**config.mk**
```make
export PLATFORM = sky130hd
export DESIGN_NAME = phy_status_reg
export DESIGN_NICKNAME = d
export VERILOG_FILES = /design/src/pkg/phy_status_pkg.sv /design/src/rtl/sticky_flag.sv /design/src/rtl/phy_status_reg.sv
export SDC_FILE = /design/constraint.sdc
export NUM_CORES = 1
export LEC_CHECK = 0
export BUFFER_PORTS_ARGS = -buffer_cell sky130_fd_sc_hd__buf_2
export CORE_AREA = 2 2 39 41
export CTS_BUF_LIST = sky130_fd_sc_hd__clkbuf_4 sky130_fd_sc_hd__clkbuf_8
export DETAILED_ROUTE_END_ITERATION = 8
export DIE_AREA = 0 0 41 43
export PLACE_DENSITY_LB_ADDON = 0.2
export SETUP_SLACK_MARGIN = 0.05
export SLEW_MARGIN = 20
export SYNTH_ARGS = -nofsm -noshare
export SYNTH_HDL_FRONTEND = slang
export SYNTH_SLANG_ARGS = --single-unit
```
**constraint.sdc**
```tcl
create_clock -name clk -period 0.8 [get_ports clk]
set_input_delay 0.04 -clock clk [delete_from_list [all_inputs] [get_ports clk]]
set_output_delay 0.04 -clock clk [all_outputs]
set_load 0.01 [all_outputs]
```
**src/pkg/phy_status_pkg.sv**
```systemverilog
// Constants and carrier types for the PHY status register
package phy_status_pkg;

	localparam int ADDR_W = 5;
	localparam int DATA_W = 16;

	localparam logic [ADDR_W-1:0] PHY_STATUS_ADDR  = 5'h01;
	localparam logic [DATA_W-1:0] PHY_STATUS_RESET = 16'h7849;

	// Bit positions of the status word
	localparam int POS_RESERVED_TOP        = 15;
	localparam int POS_FAST_FULL_DUPLEX    = 14;
	localparam int POS_FAST_HALF_DUPLEX    = 13;
	localparam int POS_SLOW_FULL_DUPLEX    = 12;
	localparam int POS_SLOW_HALF_DUPLEX    = 11;
	localparam int POS_RESERVED_MID_HI     = 10;
	localparam int POS_RESERVED_MID_LO     = 7;
	localparam int POS_NO_PREAMBLE_OK      = 6;
	localparam int POS_NEGOTIATION_DONE    = 5;
	localparam int POS_FAR_END_FAULT       = 4;
	localparam int POS_NEGOTIATION_ABLE    = 3;
	localparam int POS_LINK_UP             = 2;
	localparam int POS_OVERLONG_TX         = 1;
	localparam int POS_EXTENDED_REGS       = 0;

	// Bits that always read as one
	localparam logic [DATA_W-1:0] FIXED_ONES_MASK =
		(16'h0001 << POS_FAST_FULL_DUPLEX) | (16'h0001 << POS_FAST_HALF_DUPLEX) |
		(16'h0001 << POS_SLOW_FULL_DUPLEX) | (16'h0001 << POS_SLOW_HALF_DUPLEX) |
		(16'h0001 << POS_NO_PREAMBLE_OK) | (16'h0001 << POS_NEGOTIATION_ABLE) |
		(16'h0001 << POS_EXTENDED_REGS);

	// Bits that always read as zero
	localparam logic [DATA_W-1:0] RESERVED_MASK =
		(16'h0001 << POS_RESERVED_TOP) |
		(16'h07ff & ~((16'h0001 << POS_RESERVED_MID_LO) - 16'h0001) &
		((16'h0001 << (POS_RESERVED_MID_HI + 1)) - 16'h0001));

	// Latched flags, one cell each
	localparam int NUM_LATCH        = 2;
	localparam int LATCH_FAR_FAULT  = 0;
	localparam int LATCH_OVERLONG   = 1;

	typedef struct packed {
		logic              wr;
		logic              rd;
		logic [ADDR_W-1:0] addr;
		logic [DATA_W-1:0] wdata;
	} mgmt_req_t;

	typedef struct packed {
		logic negotiation_done;
		logic link_up;
		logic far_end_fault;
		logic overlong_tx;
	} phy_cond_t;

endpackage

```
**src/rtl/sticky_flag.sv**
```systemverilog
// Single latched event flag, cleared by a read, set wins over clear
`timescale 1ns/1ns
module sticky_flag (
	input  wire logic clk,
	input  wire logic nrst,
	input  wire logic set_in,
	input  wire logic clear_in,
	output logic      flag
);

	typedef struct packed {
		logic flag;
	} flag_state_t;

	flag_state_t state_reg;
	flag_state_t state_next;

	always_comb begin
		state_next = state_reg;
		// An event in the clearing cycle must not be lost
		state_next.flag = set_in | (state_reg.flag & ~clear_in);
	end

	always_ff @(posedge clk or negedge nrst) begin
		if (!nrst) begin
			state_reg <= '0;
		end else begin
			state_reg <= state_next;
		end
	end

	assign flag = state_reg.flag;
endmodule

```
**src/rtl/phy_status_reg.sv**
```systemverilog
// PHY status register: fixed abilities, live link state and read-cleared flags
`timescale 1ns/1ns
// How it works
// - Status word at address 0x01, resets to 0x7849
// - Bits 14..11 advertise speed/duplex abilities, one
// - Bits 15, 10..7 reserved, read as zero
// - Bit 6 one: preamble-less frames accepted
// - Bit 5 set after negotiation finishes
// - Bit 4 set on far-end fault
// - Fault flag latched until read clears it
// - Bit 3 one: negotiation ability
// - Bit 2 follows link state
// - Bit 1 set on over-long transmission
// - Over-long flag latched until read clears it
// - Bit 0 one: extended registers present
module phy_status_reg (
	input  wire logic                                   clk,
	input  wire logic                                   nrst,
	input  wire phy_status_pkg::mgmt_req_t              req,
	input  wire phy_status_pkg::phy_cond_t              cond,
	output logic [phy_status_pkg::DATA_W-1:0]           rdata
);

	typedef struct packed {
		logic [phy_status_pkg::DATA_W-1:0] rdata;
		logic                              negotiation_done;
		logic                              link_up;
	} status_state_t;

	status_state_t                          state_reg;
	status_state_t                          state_next;
	logic                                   read_hit;
	logic                                   write_hit;
	logic [phy_status_pkg::NUM_LATCH-1:0]   latch_set;
	logic [phy_status_pkg::NUM_LATCH-1:0]   latch_flag;
	logic [phy_status_pkg::DATA_W-1:0]      status_image;

	// Only a read of our own address clears; other addresses answer zero
	assign read_hit  = req.rd && (req.addr == phy_status_pkg::PHY_STATUS_ADDR);
	assign write_hit = req.wr && (req.addr == phy_status_pkg::PHY_STATUS_ADDR);

	assign latch_set[phy_status_pkg::LATCH_FAR_FAULT] = cond.far_end_fault;
	assign latch_set[phy_status_pkg::LATCH_OVERLONG]  = cond.overlong_tx;

	// Writes play no part in clearing
	genvar gi;
	generate
		for (gi = 0; gi < phy_status_pkg::NUM_LATCH; gi++) begin : g_latch
			sticky_flag u_flag (
				.clk      (clk),
				.nrst     (nrst),
				.set_in   (latch_set[gi]),
				.clear_in (read_hit),
				.flag     (latch_flag[gi])
			);
		end
	endgenerate

	always_comb begin
		status_image = phy_status_pkg::FIXED_ONES_MASK;
		status_image[phy_status_pkg::POS_NEGOTIATION_DONE] = state_reg.negotiation_done;
		status_image[phy_status_pkg::POS_FAR_END_FAULT] =
			latch_flag[phy_status_pkg::LATCH_FAR_FAULT];
		status_image[phy_status_pkg::POS_LINK_UP] = state_reg.link_up;
		status_image[phy_status_pkg::POS_OVERLONG_TX] =
			latch_flag[phy_status_pkg::LATCH_OVERLONG];
		// Reserved bits forced low whatever lands there
		status_image = status_image & ~phy_status_pkg::RESERVED_MASK;
	end

	always_comb begin
		state_next = state_reg;
		// Live conditions sampled so both read zero out of reset
		state_next.negotiation_done = cond.negotiation_done;
		state_next.link_up = cond.link_up;
		// Answer stands only in the cycle after the read
		if (read_hit) begin
			state_next.rdata = status_image;
		end else begin
			state_next.rdata = '0;
		end
	end

	always_ff @(posedge clk or negedge nrst) begin
		if (!nrst) begin
			state_reg <= '0;
		end else begin
			state_reg <= state_next;
		end
	end

	assign rdata = state_reg.rdata;

	// Helper: marks the cycle in which a read answer stands
	logic                              read_q;
	always_ff @(posedge clk or negedge nrst) begin
		if (!nrst) begin
			read_q  <= 1'b0;
		end else begin
			read_q  <= read_hit;
		end
	end
endmodule

```
==> results of run 1 <==
[power by group through the flow]
stage	registers (mW)	clock network (mW)	logic [mW]
global placement	0.475	0	0.0819
floorplan	0.474	0	0.0583
global route	0.467	0.385	0.111
detailed placement	0.475	0	0.0824
CTS	0.466	0.355	0.0971
finish	0.466	0.341	0.0962
[through the flow]
stage	utilization, %	std cells	setup WS [ns]	hold slack (ns)	power (mW)
detailed placement	35.90	71	-0.1484	-0.09966	0.5571
CTS	40.78	79	-0.08122	0.04637	0.9183
global route	40.87	79	-0.1327	0.06352	0.9634
finish	40.87	79	-0.06827	0.04847	0.9038
floorplan	-	48	0.009425	-0.2556	0.5327
global placement	35.90	71	-0.1231	-0.09672	0.5567
[final timing paths]
| kind | start | endpoint | slack (ns) | cells after the start |
|---|---|---|---|---|
| max reg2reg | g_latch[1].u_flag.flag | g_latch[1].u_flag.flag | 0.15 | 2 |
| min reg2reg | state_reg[1] | rdata[5] | 0.48 | 2 |
| max | rdata[13] | rdata[3] | -0.07 | 1 |
| max in group asynchronous | nrst | rdata[13] | 0.45 | 2 |
| min in group asynchronous | nrst | rdata[1] | 0.16 | 2 |
| min | cond[1] | g_latch[0].u_flag.flag | 0.05 | 3 |
[cell families after synthesis]
group | Yosys count | share of synthesized area (%)
buffers and inverters | 20 | 29.11
AND/OR/NAND/NOR | 12 | 18.87
flip-flops | 9 | 48.52
AO/OA/AOI/OAI | 2 | 2.695
other | 1 | 0.8078
[cell usage after synthesis, drive strengths merged]
library cell | count | area (um2)
a31oi | 2 | 12.51
buf | 16 | 120.1
conb | 1 | 3.750
dfrtp | 9 | 225.2
inv | 4 | 15.01
nand2b | 1 | 6.260
nor2 | 5 | 18.77
nor3 | 4 | 40.04
nor4b | 1 | 8.760
or4b | 1 | 13.76
[layout make-up]
type                    count  area (um2)  share of cell area (%)
clock buffers               3       22.52                   3.982
clock inverters             1       5.005                  0.8850
inverters                   4       15.01                   2.655
multi-input cells          19       118.9                   21.02
flip-flops and latches      9       226.5                   40.04
well taps                  16       20.02                   3.540
repair buffers             27       157.7                   27.88
[layer usage]
layer  global-route usage, %  up-vias
li1                        -      156
met1                   11.45      137
met2                   12.19       23
met3                   5.236        0
met4                   6.000        0
met5                       0        -
[repair_timing]
item / CTS / global route
pin swaps: 0 / 0
endpoints found under the hold margin: 13 / 0
hold buffers: 4 / 0
endpoints found under the setup margin: 11 / 11
gates resized for setup: 0 / 1
[worst register-to-register path, stage by stage, from the launching register on]
cell and delay (ns):
dfrtp_1 0.38, nor2_1 0.10, a31oi_1 0.05
[placed cells by master, fill, tap and decap left out]
cell type	synthesis	routed
buf_2	0	22
dfrtp_1	9	8
nor2_1	5	5
conb_1	1	5
inv_1	4	4
nor3_2	4	4
dlygate4sd3_1	0	4
clkbuf_4	0	3
a31oi_1	2	2
nand2b_1	1	1
or4b_4	1	1
nor4b_1	1	1
clkinv_2	0	1
buf_4	16	1
dfrtp_2	0	1
==> reports/results.ini, run 1 <==
[status]
violations=negative setup slack
run_status=complete, but fails checks

[grt]
grt_pass1_wl_um=1055
globalRoute.totalOverflow=0
initial_antenna_violation_count=0
grt_max_degree=10
vias_in_the_first_global_route=263
grtUsageTotal_pct=9.369

[power_and_ir_drop]
combinationalPowerShare_pct=10.6
p_int_mw=0.6929
power_leakage_nw=0.3234
part_of_the_power_in_the_clock_network_pct=37.8
ir_worst_vdd_v=0.0008428
powerDensity_nw_per_um2=1598
netSwitchingPower_mw=0.2108
power.switching_fraction_pct=23.33
power_frac_seq_pct=51.6

[setup_path]
timing.critical_path.buf_inv=1
critPathLaunchType=register
crit_slowest_cell=dfrtp_2
crit_path_cell_trace=buf_2
cp_top_family=flip-flops
timing.critical_path.slowest_cell_delay_ns=0.43
setup.worst_path.end_class=output port
worstPathArrival_ns=0.83
worstPathRequired_ns=0.76
timing.critical_path.fanout_max=7
critPathKind=reg -> out

[timing]
fin_ws_ns=-0.06827
finalMaxSlewViolations=0
grt_setup_unrepaired=yes
hold_fails_final_rpt=0
achievable-frequency_mhz=1152
fin_worst_skew_ns=0.005870
setup-violations-final=7
final.period_utilization_pct=108.5
final.setup.tns_ns=-0.4727
timing.final.crit_period_ns=0.8683

[synth]
syn-instance-count=44
yosys_warnings=0
yosysUniqueCellTypes=10
synth_seq_cells=9
synthesis.area_per_instance_um2=10.55
ys_seq_area_share_pct=48.52
synth_area_um2=464.2

[finish]
insertedDiodeCount=0
design_area_um2=565.5
fin_nets=93
final.fill_count=153
flow.area_growth_from_synthesis_pct=21.83
post_route_cells_drive_above_1_share_pct=52.38
largest_register_ff_count=5

[route]
post_route_drc=0
antenna_left=0
total_via_count_in_the_routed_design=316
met3WireLength_um=98
wirelength_met1_um=263
drt-wirelength-per-cell_um=8.190
wl_um=647
highest-signal-layer=met3
drc_violation_total_after_the_first_tritonroute_iteration=0
detail_route.vias_per_cell=4.000
met2WireLength_um=284
drt_pre_antenna_iters=1

[floorplan]
die_h_um=43
die_area_um2=1763
ios=45
initial_core_util_pct=33.54
rows=14
core_um2=1384
die_x_um=41

[clock_tree]
postCtsSetupRepairBufs=0
cts_tree=yes
clkSlewWorstSetupHoldPaths_ns=0.06
clkLatencyLatePin_ns=0.26
clock_sink_count=9
cts_htree_levels=1
cts-buffers-inserted=3
cts_buffer_depth=2
clk_root_buffer_cell=clkbuf_4

[placement]
globalplace.congestion=0.6711
postPlaceCellArea_um2=496.7
numPortBuffers=22

[run]
maxCapViolations=0

[hold_path]
worst_hold_path_type=in -> reg

No activity file was read; power rests on OpenSTA's default activity.
==> run 2, diff against run 1 <==
Settings changed: BUFFER_PORTS_ARGS -buffer_cell sky130_fd_sc_hd__buf_2 to -buffer_cell sky130_fd_sc_hd__buf_4.
==> reports/results.ini, run 2 (synthesized netlist as in run 1, its figures left out) <==
[setup_path]
critical_r2r_capture=g_latch[1].u_flag.flag
r2r-start=g_latch[1].u_flag.flag
timing.critical_path.fanout_max=7  ; unchanged
timing.critical_path.from=rdata[13]
crit_path_cell_trace=buf_4
setup.reg_to_reg.worst_slack_ns=0.16  ; about the same
worstPathRequired_ns=0.76  ; about the same
crit_slowest_cell=dfrtp_2
timing.critical_path.slowest_cell_delay_ns=0.44  ; about the same
critPathLaunchType=register
cp_top_family=flip-flops
worstPathArrival_ns=0.86  ; +0.03 ns
timing.critical_path.buf_inv=1  ; unchanged
setup.worst_path.end_class=output port
worst-r2r-cell-count=2  ; unchanged
critPathKind=reg -> out

[run]
maxCapViolations=0  ; unchanged

[route]
total_via_count_in_the_routed_design=324  ; +2.5%
drc_violation_total_after_the_first_tritonroute_iteration=1  ; +1
drt-wirelength-per-cell_um=8.494  ; +3.7%
detail_route.vias_per_cell=4.101  ; +2.5%
wl_um=671  ; +3.7%
drt_pre_antenna_iters=3  ; +2
antenna_left=0  ; unchanged
post_route_drc=0  ; unchanged

[floorplan]
core_um2=1384  ; unchanged
ios=45  ; unchanged
initial_core_util_pct=33.54  ; unchanged
rows=14  ; unchanged
die_area_um2=1763  ; unchanged
die_x_um=41  ; unchanged
die_h_um=43  ; unchanged

[grt]
globalRoute.totalOverflow=0  ; unchanged
initial_antenna_violation_count=0  ; unchanged
grt_max_degree=10  ; unchanged
vias_in_the_first_global_route=278  ; +5.7%
grt_pass1_wl_um=1145  ; +8.5%
grtUsageTotal_pct=10.25  ; +0.89 points

[timing]
finalMaxSlewViolations=0  ; unchanged
hold_fails_final_rpt=0  ; unchanged
final.setup.tns_ns=-0.6897  ; -0.2170 ns
grt_setup_unrepaired=yes
timing.final.crit_period_ns=0.9026  ; +0.03430 ns
fin_ws_ns=-0.1026  ; -0.03430 ns
setup-violations-final=7  ; unchanged
final.period_utilization_pct=112.8  ; +4.3 points
fin_worst_skew_ns=0.003294  ; -0.002576 ns
achievable-frequency_mhz=1108  ; -3.8%

[finish]
insertedDiodeCount=0  ; unchanged
layout.core_utilization_pct=46.38  ; +5.5 points
post_route_cells_drive_above_1_share_pct=52.38  ; unchanged
final.fill_count=141  ; -7.8%
largest_register_ff_count=5  ; unchanged
ff_latch_area_um2=226.5  ; unchanged
fin_nets=93  ; unchanged
flow.area_growth_from_synthesis_pct=38.28
final_common_cell=buf_4
combined_area_of_the_multi_input_logic_cells_um2=118.9  ; unchanged
leading_cell_types_in_the_layout_fill_and_taps_excluded=buf_4 (18), dfrtp_1 (8), nor2_1 (5), conb_1 (5), buf_6 (5)

[clock_tree]
clk_root_buffer_cell=clkbuf_4
clkLatencyLatePin_ns=0.26  ; about the same
cts_htree_levels=1  ; unchanged
cts-buffers-inserted=3  ; unchanged
postCtsSetupRepairBufs=0  ; unchanged
clock_sink_count=9  ; unchanged
clkSlewWorstSetupHoldPaths_ns=0.06  ; about the same
cts_buffer_depth=2  ; unchanged
cts_tree=yes

[power_and_ir_drop]
ir_worst_vdd_v=0.0007463  ; -11%
power_leakage_nw=0.3360  ; +3.9%
powerDensity_nw_per_um2=1511  ; -5.4%
design_power_total_mw=0.9700  ; +7.3%

[placement]
numPortBuffers=22  ; unchanged
globalplace.congestion=0.6854  ; +2.1%
detailed_place_hpwl_um=535.8

[hold_path]
holdPathStages=3  ; unchanged
worstHoldStart=cond[1]
worst_hold_path_type=in -> reg
hold_path_end=g_latch[0].u_flag.flag

[status]
run_status=complete, but fails checks
violations=negative setup slack

-- run 2: cell types whose count changed in the layout (fill, tap and decap cells not counted) --
cell	before	now
buf_4	1	18
clkbuf_4	3	4
buf_6	0	5
buf_2	22	0
clkinv_2	1	0
-- run 2: worst max-delay path by stage --
stage	slack (ns)	end	cells past startpoint
floorplan	0.009	rdata[1]	2
global placement	-0.13	rdata[5]	3
detailed placement	-0.15	rdata[2]	3
CTS	-0.11	rdata[13]	1
global route	-0.14	rdata[14]	1
finish	-0.10	rdata[13]	1
-- run 2: final cells by class --
cell class                      count  share of cell area (%)
Timing Repair Buffer               27                   36.06
Sequential cell                     9                   35.28
Multi-Input combinational cell     19                   18.52
Clock buffer                        4                   4.678
Tap cell                           16                   3.119
Inverter                            4                   2.339
-- run 2: what timing repair did --
| action | CTS | global route |
|---|---|---|
| setup endpoints to repair | 11 | 11 |
| gates cloned | 0 | 0 |
| hold buffers | 4 | 0 |
| pin swaps | 0 | 0 |
| gates resized for setup | 6 | 0 |
| endpoints found under the hold margin | 13 | 0 |
-- run 2: power by group --
part / internal [mW] / switching (mW) / total, mW / leakage [nW]
Combinational: 0.0642 / 0.0503 / 0.115 / 0.209
Clock: 0.226 / 0.162 / 0.388 / 0.0184
Sequential: 0.464 / 0.00336 / 0.467 / 0.109
Total: 0.754 / 0.216 / 0.970 / 0.336
-- run 2: through the flow --
step,cells,hold slack (ns),setup slack (ns),cell area (um2)
6_report,79,0.03919,-0.1026,641.9
5_1_grt,79,0.04508,-0.1420,641.9
4_1_cts,79,0.03440,-0.1120,641.9
3_3_place_gp,71,-0.1304,-0.1320,551.8
3_5_place_dp,71,-0.1294,-0.1488,551.8
2_1_floorplan,48,-0.2556,0.009425,479.2
-- run 2: worst reg2reg max path, cell delays in order, from the launching register on --
cell and delay [ns]:
dfrtp_1 0.38, nor2_1 0.10, a31oi_1 0.04
-- run 2: per-layer routing --
layer	track usage (%)	vias up	part of all wire, %
met5	0	-	0
met4	10.00	0	4.9
met1	12.33	138	38
li1	-	155	-
met2	13.44	26	45
met3	3.141	5	13
